--- src/include/can_mode_map.svh ---
// Register offsets, field positions, reset values and the write mask of the CAN mode control block.
`ifndef CAN_MODE_MAP_SVH
`define CAN_MODE_MAP_SVH

`define CAN_MODULE_CONTROL_ADDR 12'h000
`define CAN_ENGINE_STATUS_ADDR 12'h004
`define ABORT_ALL_BIT 27
`define MODE_REQUEST_LSB 24
`define MODE_STATUS_LSB 21
`define CAPTURE_ENABLE_BIT 20
`define MODULE_ENABLE_BIT 15
`define STOP_IN_IDLE_BIT 13
`define MODULE_BUSY_BIT 11
`define COMPARE_COUNT_LSB 0
`define MODE_RESET_VALUE 3'h4
`define CONTROL_WRITE_MASK 32'h0F10A01F

`endif

--- src/include/can_mode_pkg.sv ---
// Types shared by the CAN mode control block.
package can_mode_pkg;

   typedef enum logic [2:0] {
      MODE_NORMAL = 3'b000,
      MODE_DISABLE = 3'b001,
      MODE_LOOPBACK = 3'b010,
      MODE_LISTEN_ONLY = 3'b011,
      MODE_CONFIG = 3'b100,
      MODE_LISTEN_ALL = 3'b111
   } mode_type;

   typedef struct packed {
      logic abort_all_transmit;
      logic [2:0] mode_request;
      logic timestamp_capture_enable;
      logic module_enable;
      logic stop_in_idle;
      logic [4:0] payload_compare_count;
   } control_type;

   typedef struct packed {
      logic rx_valid;
      logic [15:0] rx_timestamp;
   } capture_type;

endpackage

--- src/hdl/timestamp_timer.sv ---
// Free-running receive time-stamp timer that halts when capture is off.
`timescale 1ns/1ps
module timestamp_timer #(
   parameter int WIDTH = 16
) (
   input wire logic sys_clk,
   input wire logic sys_rst,
   input wire logic run,
   input wire logic tick,
   output logic [WIDTH-1:0] count
);

   initial begin
      if (WIDTH < 2 || WIDTH > 32) begin
         $error("timestamp_timer width out of range");
      end
   end

   // Holding the count with capture off saves toggling power.
   always_ff @(posedge sys_clk) begin
      if (sys_rst) begin
         count <= '0;
      end else if (run && tick) begin
         count <= count + 1'b1;
      end
   end

endmodule // timestamp_timer

--- src/hdl/can_mode_control.sv ---
// CAN module control word with mode sequencing, abort-all and time-stamp capture.
//
// Contract
// - Setting abort-all signals every transmit buffer to abandon its pending frame.
// - Abort-all clears itself once all pending transmissions have been aborted.
// - Mode request codes: 000 normal, 001 disable, 010 loopback, 011 listen, 100 config, 111 all.
// - Read-only bits 23 to 21 report the current mode, same encoding.
// - With capture set, each valid received frame stores the timer value.
// - With capture clear, no capture is made and the timer halts.
// - Enable bit 15 turns the controller on when 1 and off when 0.
// - Busy stays asserted after disable until the transaction in progress ends.
// - Unimplemented bits, including 31-28, 19-16 and 14, read as 0.
//
// Chosen here: the APB interface to the registers and the address map.
`timescale 1ns/1ps
`include "can_mode_map.svh"
module can_mode_control
   import can_mode_pkg::mode_type;
   import can_mode_pkg::control_type;
   import can_mode_pkg::capture_type;
#(
   parameter int TIMER_WIDTH = 16,
   parameter int TX_BUFFERS = 32
) (
   input wire logic sys_clk,
   input wire logic sys_rst,
   input wire logic psel,
   input wire logic penable,
   input wire logic pwrite,
   input wire logic [11:0] paddr,
   input wire logic [31:0] pwdata,
   output logic [31:0] prdata,
   output logic pready,
   output logic pslverr,
   input wire logic bus_active,
   input wire logic [TX_BUFFERS-1:0] tx_pending,
   output logic [TX_BUFFERS-1:0] tx_abort,
   input wire logic timer_tick,
   input wire capture_type rx_event,
   output capture_type rx_stamp,
   output can_mode_pkg::mode_type mode_current,
   output logic module_on,
   output logic stop_in_idle,
   output logic [4:0] payload_compare_count
);
   import can_mode_pkg::*;

   initial begin
      if (TX_BUFFERS < 1 || TX_BUFFERS > 32) begin
         $error("can_mode_control supports 1 to 32 transmit buffers");
      end
      if (TIMER_WIDTH != 16) begin
         $error("can_mode_control capture carrier is 16 bits wide");
      end
   end

   // ****************************************
   // Register bus
   // ****************************************
   control_type ctrl;
   logic busy;
   logic [TIMER_WIDTH-1:0] timer_count;
   logic wr_en;
   logic rd_ctrl;
   logic rd_stat;
   logic abort_done;
   logic [31:0] next_prdata;

   assign pready = 1'b1;
   assign wr_en = psel && penable && pwrite && (paddr == `CAN_MODULE_CONTROL_ADDR);
   assign rd_ctrl = paddr == `CAN_MODULE_CONTROL_ADDR;
   assign rd_stat = paddr == `CAN_ENGINE_STATUS_ADDR;
   assign pslverr = psel && penable && !(rd_ctrl || (rd_stat && !pwrite));

   always_comb begin
      next_prdata = 32'h0000_0000;
      if (rd_ctrl) begin
         next_prdata[`ABORT_ALL_BIT] = ctrl.abort_all_transmit;
         next_prdata[`MODE_REQUEST_LSB +: 3] = ctrl.mode_request;
         next_prdata[`MODE_STATUS_LSB +: 3] = mode_current;
         next_prdata[`CAPTURE_ENABLE_BIT] = ctrl.timestamp_capture_enable;
         next_prdata[`MODULE_ENABLE_BIT] = ctrl.module_enable;
         next_prdata[`STOP_IN_IDLE_BIT] = ctrl.stop_in_idle;
         next_prdata[`MODULE_BUSY_BIT] = busy;
         next_prdata[`COMPARE_COUNT_LSB +: 5] = ctrl.payload_compare_count;
      end else if (rd_stat) begin
         next_prdata[TX_BUFFERS-1:0] = tx_pending;
      end
   end

   // Read data is registered in the setup cycle so it is stable in the access phase.
   always_ff @(posedge sys_clk) begin
      if (sys_rst) begin
         prdata <= 32'h0000_0000;
      end else if (psel && !penable && !pwrite) begin
         prdata <= next_prdata;
      end
   end

   // ****************************************
   // Control word
   // ****************************************
   assign abort_done = ctrl.abort_all_transmit && (tx_pending == '0);

   // One process owns the whole control word so no field has two drivers.
   // The abort bit is set-only from software; a write of one wins over the self-clear.
   always_ff @(posedge sys_clk) begin
      if (sys_rst) begin
         ctrl.abort_all_transmit <= 1'b0;
         ctrl.mode_request <= `MODE_RESET_VALUE;
         ctrl.timestamp_capture_enable <= 1'b0;
         ctrl.module_enable <= 1'b0;
         ctrl.stop_in_idle <= 1'b0;
         ctrl.payload_compare_count <= 5'h00;
      end else begin
         if (wr_en) begin
            // Reserved request codes are kept out of the sequencer below.
            ctrl.mode_request <= pwdata[`MODE_REQUEST_LSB +: 3];
            ctrl.timestamp_capture_enable <= pwdata[`CAPTURE_ENABLE_BIT];
            ctrl.module_enable <= pwdata[`MODULE_ENABLE_BIT];
            ctrl.stop_in_idle <= pwdata[`STOP_IN_IDLE_BIT];
            ctrl.payload_compare_count <= pwdata[`COMPARE_COUNT_LSB +: 5];
         end
         if (wr_en && pwdata[`ABORT_ALL_BIT]) begin
            ctrl.abort_all_transmit <= 1'b1;
         end else if (abort_done) begin
            ctrl.abort_all_transmit <= 1'b0;
         end
      end
   end

   always_ff @(posedge sys_clk) begin
      if (sys_rst) begin
         tx_abort <= '0;
      end else begin
         tx_abort <= ctrl.abort_all_transmit ? tx_pending : '0;
      end
   end

   // ****************************************
   // Mode sequencer
   // ****************************************
   logic request_legal;
   assign request_legal = ctrl.mode_request != 3'b101 && ctrl.mode_request != 3'b110;

   // A new mode takes effect only between frames so no frame is cut short.
   always_ff @(posedge sys_clk) begin
      if (sys_rst) begin
         mode_current <= MODE_CONFIG;
      end else if (!bus_active && request_legal && ctrl.module_enable) begin
         mode_current <= mode_type'(ctrl.mode_request);
      end
   end

   // Module stays on until the frame in progress completes after a disable.
   always_ff @(posedge sys_clk) begin
      if (sys_rst) begin
         module_on <= 1'b0;
      end else if (ctrl.module_enable) begin
         module_on <= 1'b1;
      end else if (!bus_active) begin
         module_on <= 1'b0;
      end
   end

   assign busy = module_on && (bus_active || !ctrl.module_enable);
   assign stop_in_idle = ctrl.stop_in_idle;
   assign payload_compare_count = ctrl.payload_compare_count;

   // ****************************************
   // Receive time stamp
   // ****************************************
   timestamp_timer #(
      .WIDTH(TIMER_WIDTH)
   ) u_timer (
      .sys_clk(sys_clk),
      .sys_rst(sys_rst),
      .run(ctrl.timestamp_capture_enable),
      .tick(timer_tick),
      .count(timer_count)
   );

   always_ff @(posedge sys_clk) begin
      if (sys_rst) begin
         rx_stamp <= '0;
      end else begin
         rx_stamp.rx_valid <= rx_event.rx_valid && ctrl.timestamp_capture_enable;
         if (rx_event.rx_valid && ctrl.timestamp_capture_enable) begin
            rx_stamp.rx_timestamp <= timer_count;
         end
      end
   end
endmodule // can_mode_control

--- config.mk ---
export PLATFORM = sky130hd
export DESIGN_NAME = can_mode_control
export DESIGN_NICKNAME = d
export VERILOG_FILES = /design/src/include/can_mode_pkg.sv /design/src/hdl/timestamp_timer.sv /design/src/hdl/can_mode_control.sv
export VERILOG_INCLUDE_DIRS = /design/src /design/src/include
export SDC_FILE = /design/constraint.sdc
export NUM_CORES = 1
export LEC_CHECK = 0
export ABC_AREA = 0
export BUFFER_PORTS_ARGS = -buffer_cell sky130_fd_sc_hd__buf_2
export CAP_MARGIN = 10
export CORE_UTILIZATION = 45
export DETAILED_ROUTE_END_ITERATION = 16
export GPL_TIMING_DRIVEN = 0
export HOLD_SLACK_MARGIN = 0.08
export MAX_ROUTING_LAYER = met4
export PLACE_DENSITY = 0.81
export SLEW_MARGIN = 5
export SYNTH_ARGS = -nofsm -noshare
export SYNTH_HDL_FRONTEND = slang
export SYNTH_HIERARCHICAL = 1
export SYNTH_SLANG_ARGS = --single-unit
--- constraint.sdc ---
create_clock -name sys_clk -period 1.91 [get_ports sys_clk]
set_input_delay 0.382 -clock sys_clk [delete_from_list [all_inputs] [get_ports sys_clk]]
set_output_delay 0.382 -clock sys_clk [all_outputs]
set_load 0.005 [all_outputs]
Yosys cells after proc, flatten, opt, wreduce, memory -nomap -nowiden
Index checks and enable logic that the tools add are counted.
- add/sub/neg operators: 1
- equal/unequal tests: 4
- muxes and demuxes: 15
- bitwise operators: 1
- reduce and logical (&&, ||, !) cells: 26
- operators by type and width (operator ; count):
    logical NOT 32 bit ; 1
    two-way mux 32 bit ; 1
    adder 16 x 1 -> 16 bit, second input constant ; 1
    logical AND 1 bit ; 15
    == test 12 x 3 -> 1 bit, second input constant ; 1
    logical NOT 12 bit ; 1
    two-way mux 1 bit ; 9
    two-way mux 4 bit ; 2
    two-way mux 8 bit ; 1
    two-way mux 6 bit ; 1
    != test 3 bit, second input constant ; 2
    logical NOT 1 bit ; 5
    two-way mux 5 bit ; 1
    logical OR 1 bit ; 2
    != test 2 x 1 -> 1 bit, second input constant ; 1
    nonzero test 2 bit ; 1
    OR reduction 2 bit ; 1
    inverter 1 bit ; 1
- register bits: 113
- input port bits: 100

Logic depth before layout (Yosys ltp)
- depth in word-level cells: 5
- depth in mapped cells: 6

Cells and area by module
The synthesis kept the hierarchy.
- by module, submodules not included (module ; times used ; cells each ; area an instance (um^2) ; sequential area each (um^2)):
    can_mode_control ; 1 ; 334 ; 3414.5 ; 1941.9
    timestamp_timer ; 1 ; 86 ; 735.7 ; 320.3

Worst setup path after synthesis
OpenSTA, ideal clock, no wires.
- path kind: register to register
- start: register u_timer.count[1]
- end: register u_timer.count[12]
- library setup time: 128 ps
- data arrival time: 1410 ps
- data required time: 1782 ps
- setup slack: 372 ps
- cell stages (with the launch flop): 6
- clock period less this slack: 1538 ps
- cell sequence: dfxtp_1 -> ha_1 -> nand4_1 -> nor4_1 -> xnor2_1 -> nor2_1
- longest elaborated chain between the ends: 1
- RTL lines (item ; line ; RTL):
    start, declared ; timestamp_timer.sv:10 ; output logic [WIDTH-1:0] count
    start signal, assigned ; timestamp_timer.sv:24 ; count <= count + 1'b1;
    adder 16 x 1 -> 16 bit ; timestamp_timer.sv:24 ;
Every way passes these cells.
A chain may end at the register's enable or synchronous reset.

Worst setup path after layout
Ends and elaborated chain as after synthesis.

==> results.yml <==
status:
  status: "complete, but fails checks"
  violations: "DRC"
min_path:
  hold_path_startpoint: "tx_pending[29]"
  worst_hold_path_type: "in -> reg"
  hold_depth: 2
  holdPathEnd: "prdata[29]$_SDFFE_PP0P_"
finish:
  nNetsFinal: 694
  finalInstanceArea_sq_um: 5650
  final_layout_size_suffix_gt1_frac: 0.348
  area_growth_pct: 36.1
  antenna_cells_inserted: 0
power:
  max-vdd-ir-drop_uv: 523
  powerDensity_nw_per_um2: 989
  design_power_total_mw: 5.58
  static_leakage_power_nw: 2.65
synth:
  synth_enable_flop_cells: 0
  synthesis.instances: 420
  synth.ff_latch_count: 113
  async_flop_share: 0
  synth-seq-area-share: 0.545
  netlist-cell-type-count: 40
  synth-warning-count: 6
  netlist_top_cells_area: "dfxtp_1 (55%), mux2i_1 (6.5%), and2_1 (5.3%)"
  most_used_standard_cell_by_instance_count_after_synthesis: "dfxtp_1"
  synth_area_sq_um: 4150
  synthesis.nets: 521
  synth_top_flop_cell: "dfxtp_1"
  synth_top_cell_by_area: "dfxtp_1"
  post-synth-top-area-fraction: 0.545
  syn-mean-instance-area_sq_um: 9.88
  post_synth_most_frequent_cells: "dfxtp_1 (113), nand2_1 (54), and2_1 (35), nor2_1 (29), mux2i_1 (27)"
drt:
  drtIter0Drc: 148
  routed-via-count: 3671
  route.detailed.wl_per_inst_um: 14.9
  drt.antenna.violating_nets: 0
  drc: 16
  avgViaCountPerCell: 5.14
  route.final.wire_length_um: 10600
  detail_route.first_pass.iterations: 12
die:
  fp.dieW_um: 98.0
  placementRows: 34
  initial_standard_cell_utilization_of_the_core: 0.471
  core_region_area_sq_um: 8810
  die_y_um: 98.0
  num_io_pins: 193
  design.die.area_sq_um: 9610
sta:
  setup_total_negative_slack_ns: 0
  period_needed_ns: 1.75
  grt_setup_unrepaired: "no"
  slew_headroom: 0.611
  setup_viol_count_final: 0
  clock_skew_ns: 0.00929
  final_worst_path_period_share: 0.916
  final-hold-violation-count: 0
  timing.final.ws_setup_ns: 0.160
  achievable-frequency_mhz: 571
  drv_slew: 0
  max_slew.worst_pin.slew_ns: 0.583
worst_setup_path:
  reg2reg_from: "u_timer/count[1]$_SDFFE_PP0P_"
  path_delay_family: "simple AND/OR/NAND/NOR gates"
  setup.reg_to_reg.worst_slack_ns: 0.16
  critPathCaptureType: "flop"
  classification_of_the_worst_setup_path: "reg -> reg"
  crit_chain: "ha_1 > nand4_1 > nor4_2 > xnor2_1 > nor2_1"
  critPathMaxFanout: 9
  critPathBufInv: 0
  timing.critical_path.slowest_cell_delay_ns: 0.46
  worst_ep_arrival_ns: 2.12
  critPathRequiredTime_ns: 2.28
  rr_endpoint: "u_timer/count[12]$_SDFFE_PP0P_"
  crit_path_start_kind: "flop"
  cp_slowest_cell: "dfxtp_2"
  ff2ff_path_depth: 5
cts:
  cts.clk_slew.worst_paths_ns: 0.06
  cts.repair_timing.setup_buffer_count: 0
  cts_tree: "yes"
  clock_sinks: 113
  cts_buffer_depth: 2
  cts_root_buf: "clkbuf_8"
  worst_skew_pair.late_latency_ns: 0.50
  cts-buffers-inserted: 17
  cts_max_level: 4
  cts-hold-fix-buffers: 0
  cts_resized: 1
grt:
  maximum_number_of_pins_on_one_net_before_global_route_repair: 17
  overflow: 0
  grt_first_pass_wirelength_um: 16800
  grtUsageTotal: 0.232
  via_count_of_the_first_global_routing_pass: 3494
  grt_antenna_before_repair: 0
placed_design:
  place_hpwl_um: 8050
  gp_congestion: 0.883
  port_buffers: 154
  dp_slack_ns: 0.0127
  detailed_place.area_sq_um: 5060
run:
  cap_violations: 0
==> cell families (layout without fill, tap and decap cells) <==
| logic type | count (synthesis) | in the layout | share of synthesized area |
|---|---|---|---|
| AOI/OAI and AO/OA | 64 | 64 | 0.0935 |
| xor gates and xnor gates | 11 | 11 | 0.0232 |
| adders and majority gates | 1 | 1 | 0.00301 |
| buffers and inverters | 30 | 216 | 0.0410 |
| DFF | 113 | 113 | 0.545 |
| muxes | 28 | 28 | 0.0678 |
| other | 1 | 1 | 0.000904 |
| and+or+nand+nor | 172 | 172 | 0.226 |
==> worst max-delay path by stage <==
stage                                              from                             end  slack [ns]  cells after the start
after global placement                          sys_rst         prdata[18]$_SDFFE_PP0P_        0.04                      5
final                     u_timer/count[1]$_SDFFE_PP0P_  u_timer/count[12]$_SDFFE_PP0P_        0.16                      5
after detailed placement  u_timer/count[1]$_SDFFE_PP0P_  u_timer/count[12]$_SDFFE_PP0P_        0.01                      5
after floorplan           u_timer/count[1]$_SDFFE_PP0P_  u_timer/count[12]$_SDFFE_PP0P_        0.37                      5
after global routing      u_timer/count[1]$_SDFFE_PP0P_  u_timer/count[12]$_SDFFE_PP0P_         0.1                      5
after CTS                 u_timer/count[1]$_SDFFE_PP0P_  u_timer/count[12]$_SDFFE_PP0P_        0.04                      5
==> worst reg2reg max path, stage by stage, from the launching register on <==
cell	delay [ns]
dfxtp_2	0.46
ha_1	0.22
nand4_1	0.31
nor4_2	0.42
xnor2_1	0.16
nor2_1	0.06
==> layout make-up <==
cell class              instances  area, sq um
fillers                       735         3160
flip-flops and latches        113         2260
multi-input cells             277         1720
repair buffers                154          771
clock buffers                  18          428
plain buffers                  27          159
clock inverters                14          156
well taps                     108          135
inverters                       3         11.3
==> where the power goes <==
group          switching [mW]  internal (mW)
Combinational           0.111         0.0792
Sequential          0.0000195           2.36
Clock                    1.13           1.90
==> through the flow <==
step / hold slack (ns) / utilization / std cells
6_report: 0.118 / 0.641 / 714
5_1_grt: 0.0996 / 0.641 / 714
4_1_cts: 0.0993 / 0.641 / 714
3_5_place_dp: 0.443 / 0.574 / 682
3_3_place_gp: 0.433 / 0.574 / 682
2_1_floorplan: 0.441 / - / 420
==> metal layers <==
layer  track usage  vias to the layer above  routed length [um]  share of wire
met2         0.401                      170                5370           0.50
met3        0.0680                       14                 768          0.072
met1         0.254                     1702                4350           0.41
met4        0.0769                        0                 153          0.014
li1              -                     1785                   -              -
met5             -                        -                   0              0
==> registers in the layout, summed over array words and instances (netlist names) <==
| name | count |
|---|---|
| ctrl | 6 |
| u_timer/count | 16 |
| stop_in_idle | 1 |
| payload_compare_count | 5 |
| prdata | 32 |
| rx_stamp | 17 |
| tx_abort | 32 |
| module_on | 1 |
| mode_current | 3 |
==> cell usage in the layout, fill, tap and decap left out, types with 3 or more instances in the layout <==
cell type   synthesis  layout
nand2b_1            5       5
o21ai_0            20      20
buf_2               1     155
inv_1               3       3
clkinvlp_4          0       4
clkinv_4            0       4
buf_6               3       3
nand2_1            54      54
nand4_1             7       7
dfxtp_1           113     112
inv_6               0       3
nand3_1            10      10
clkbuf_1           16      16
buf_4               6       6
clkbuf_16           0      16
a22o_1             16      16
xor2_1              5       5
nor3_1              5       5
and2_1             35      35
nor2_1             29      29
mux2i_1            27      27
a21oi_1            25      25
nor4_1             10       9
xnor2_1             6       6
No activity file was read; power rests on OpenSTA's default activity.
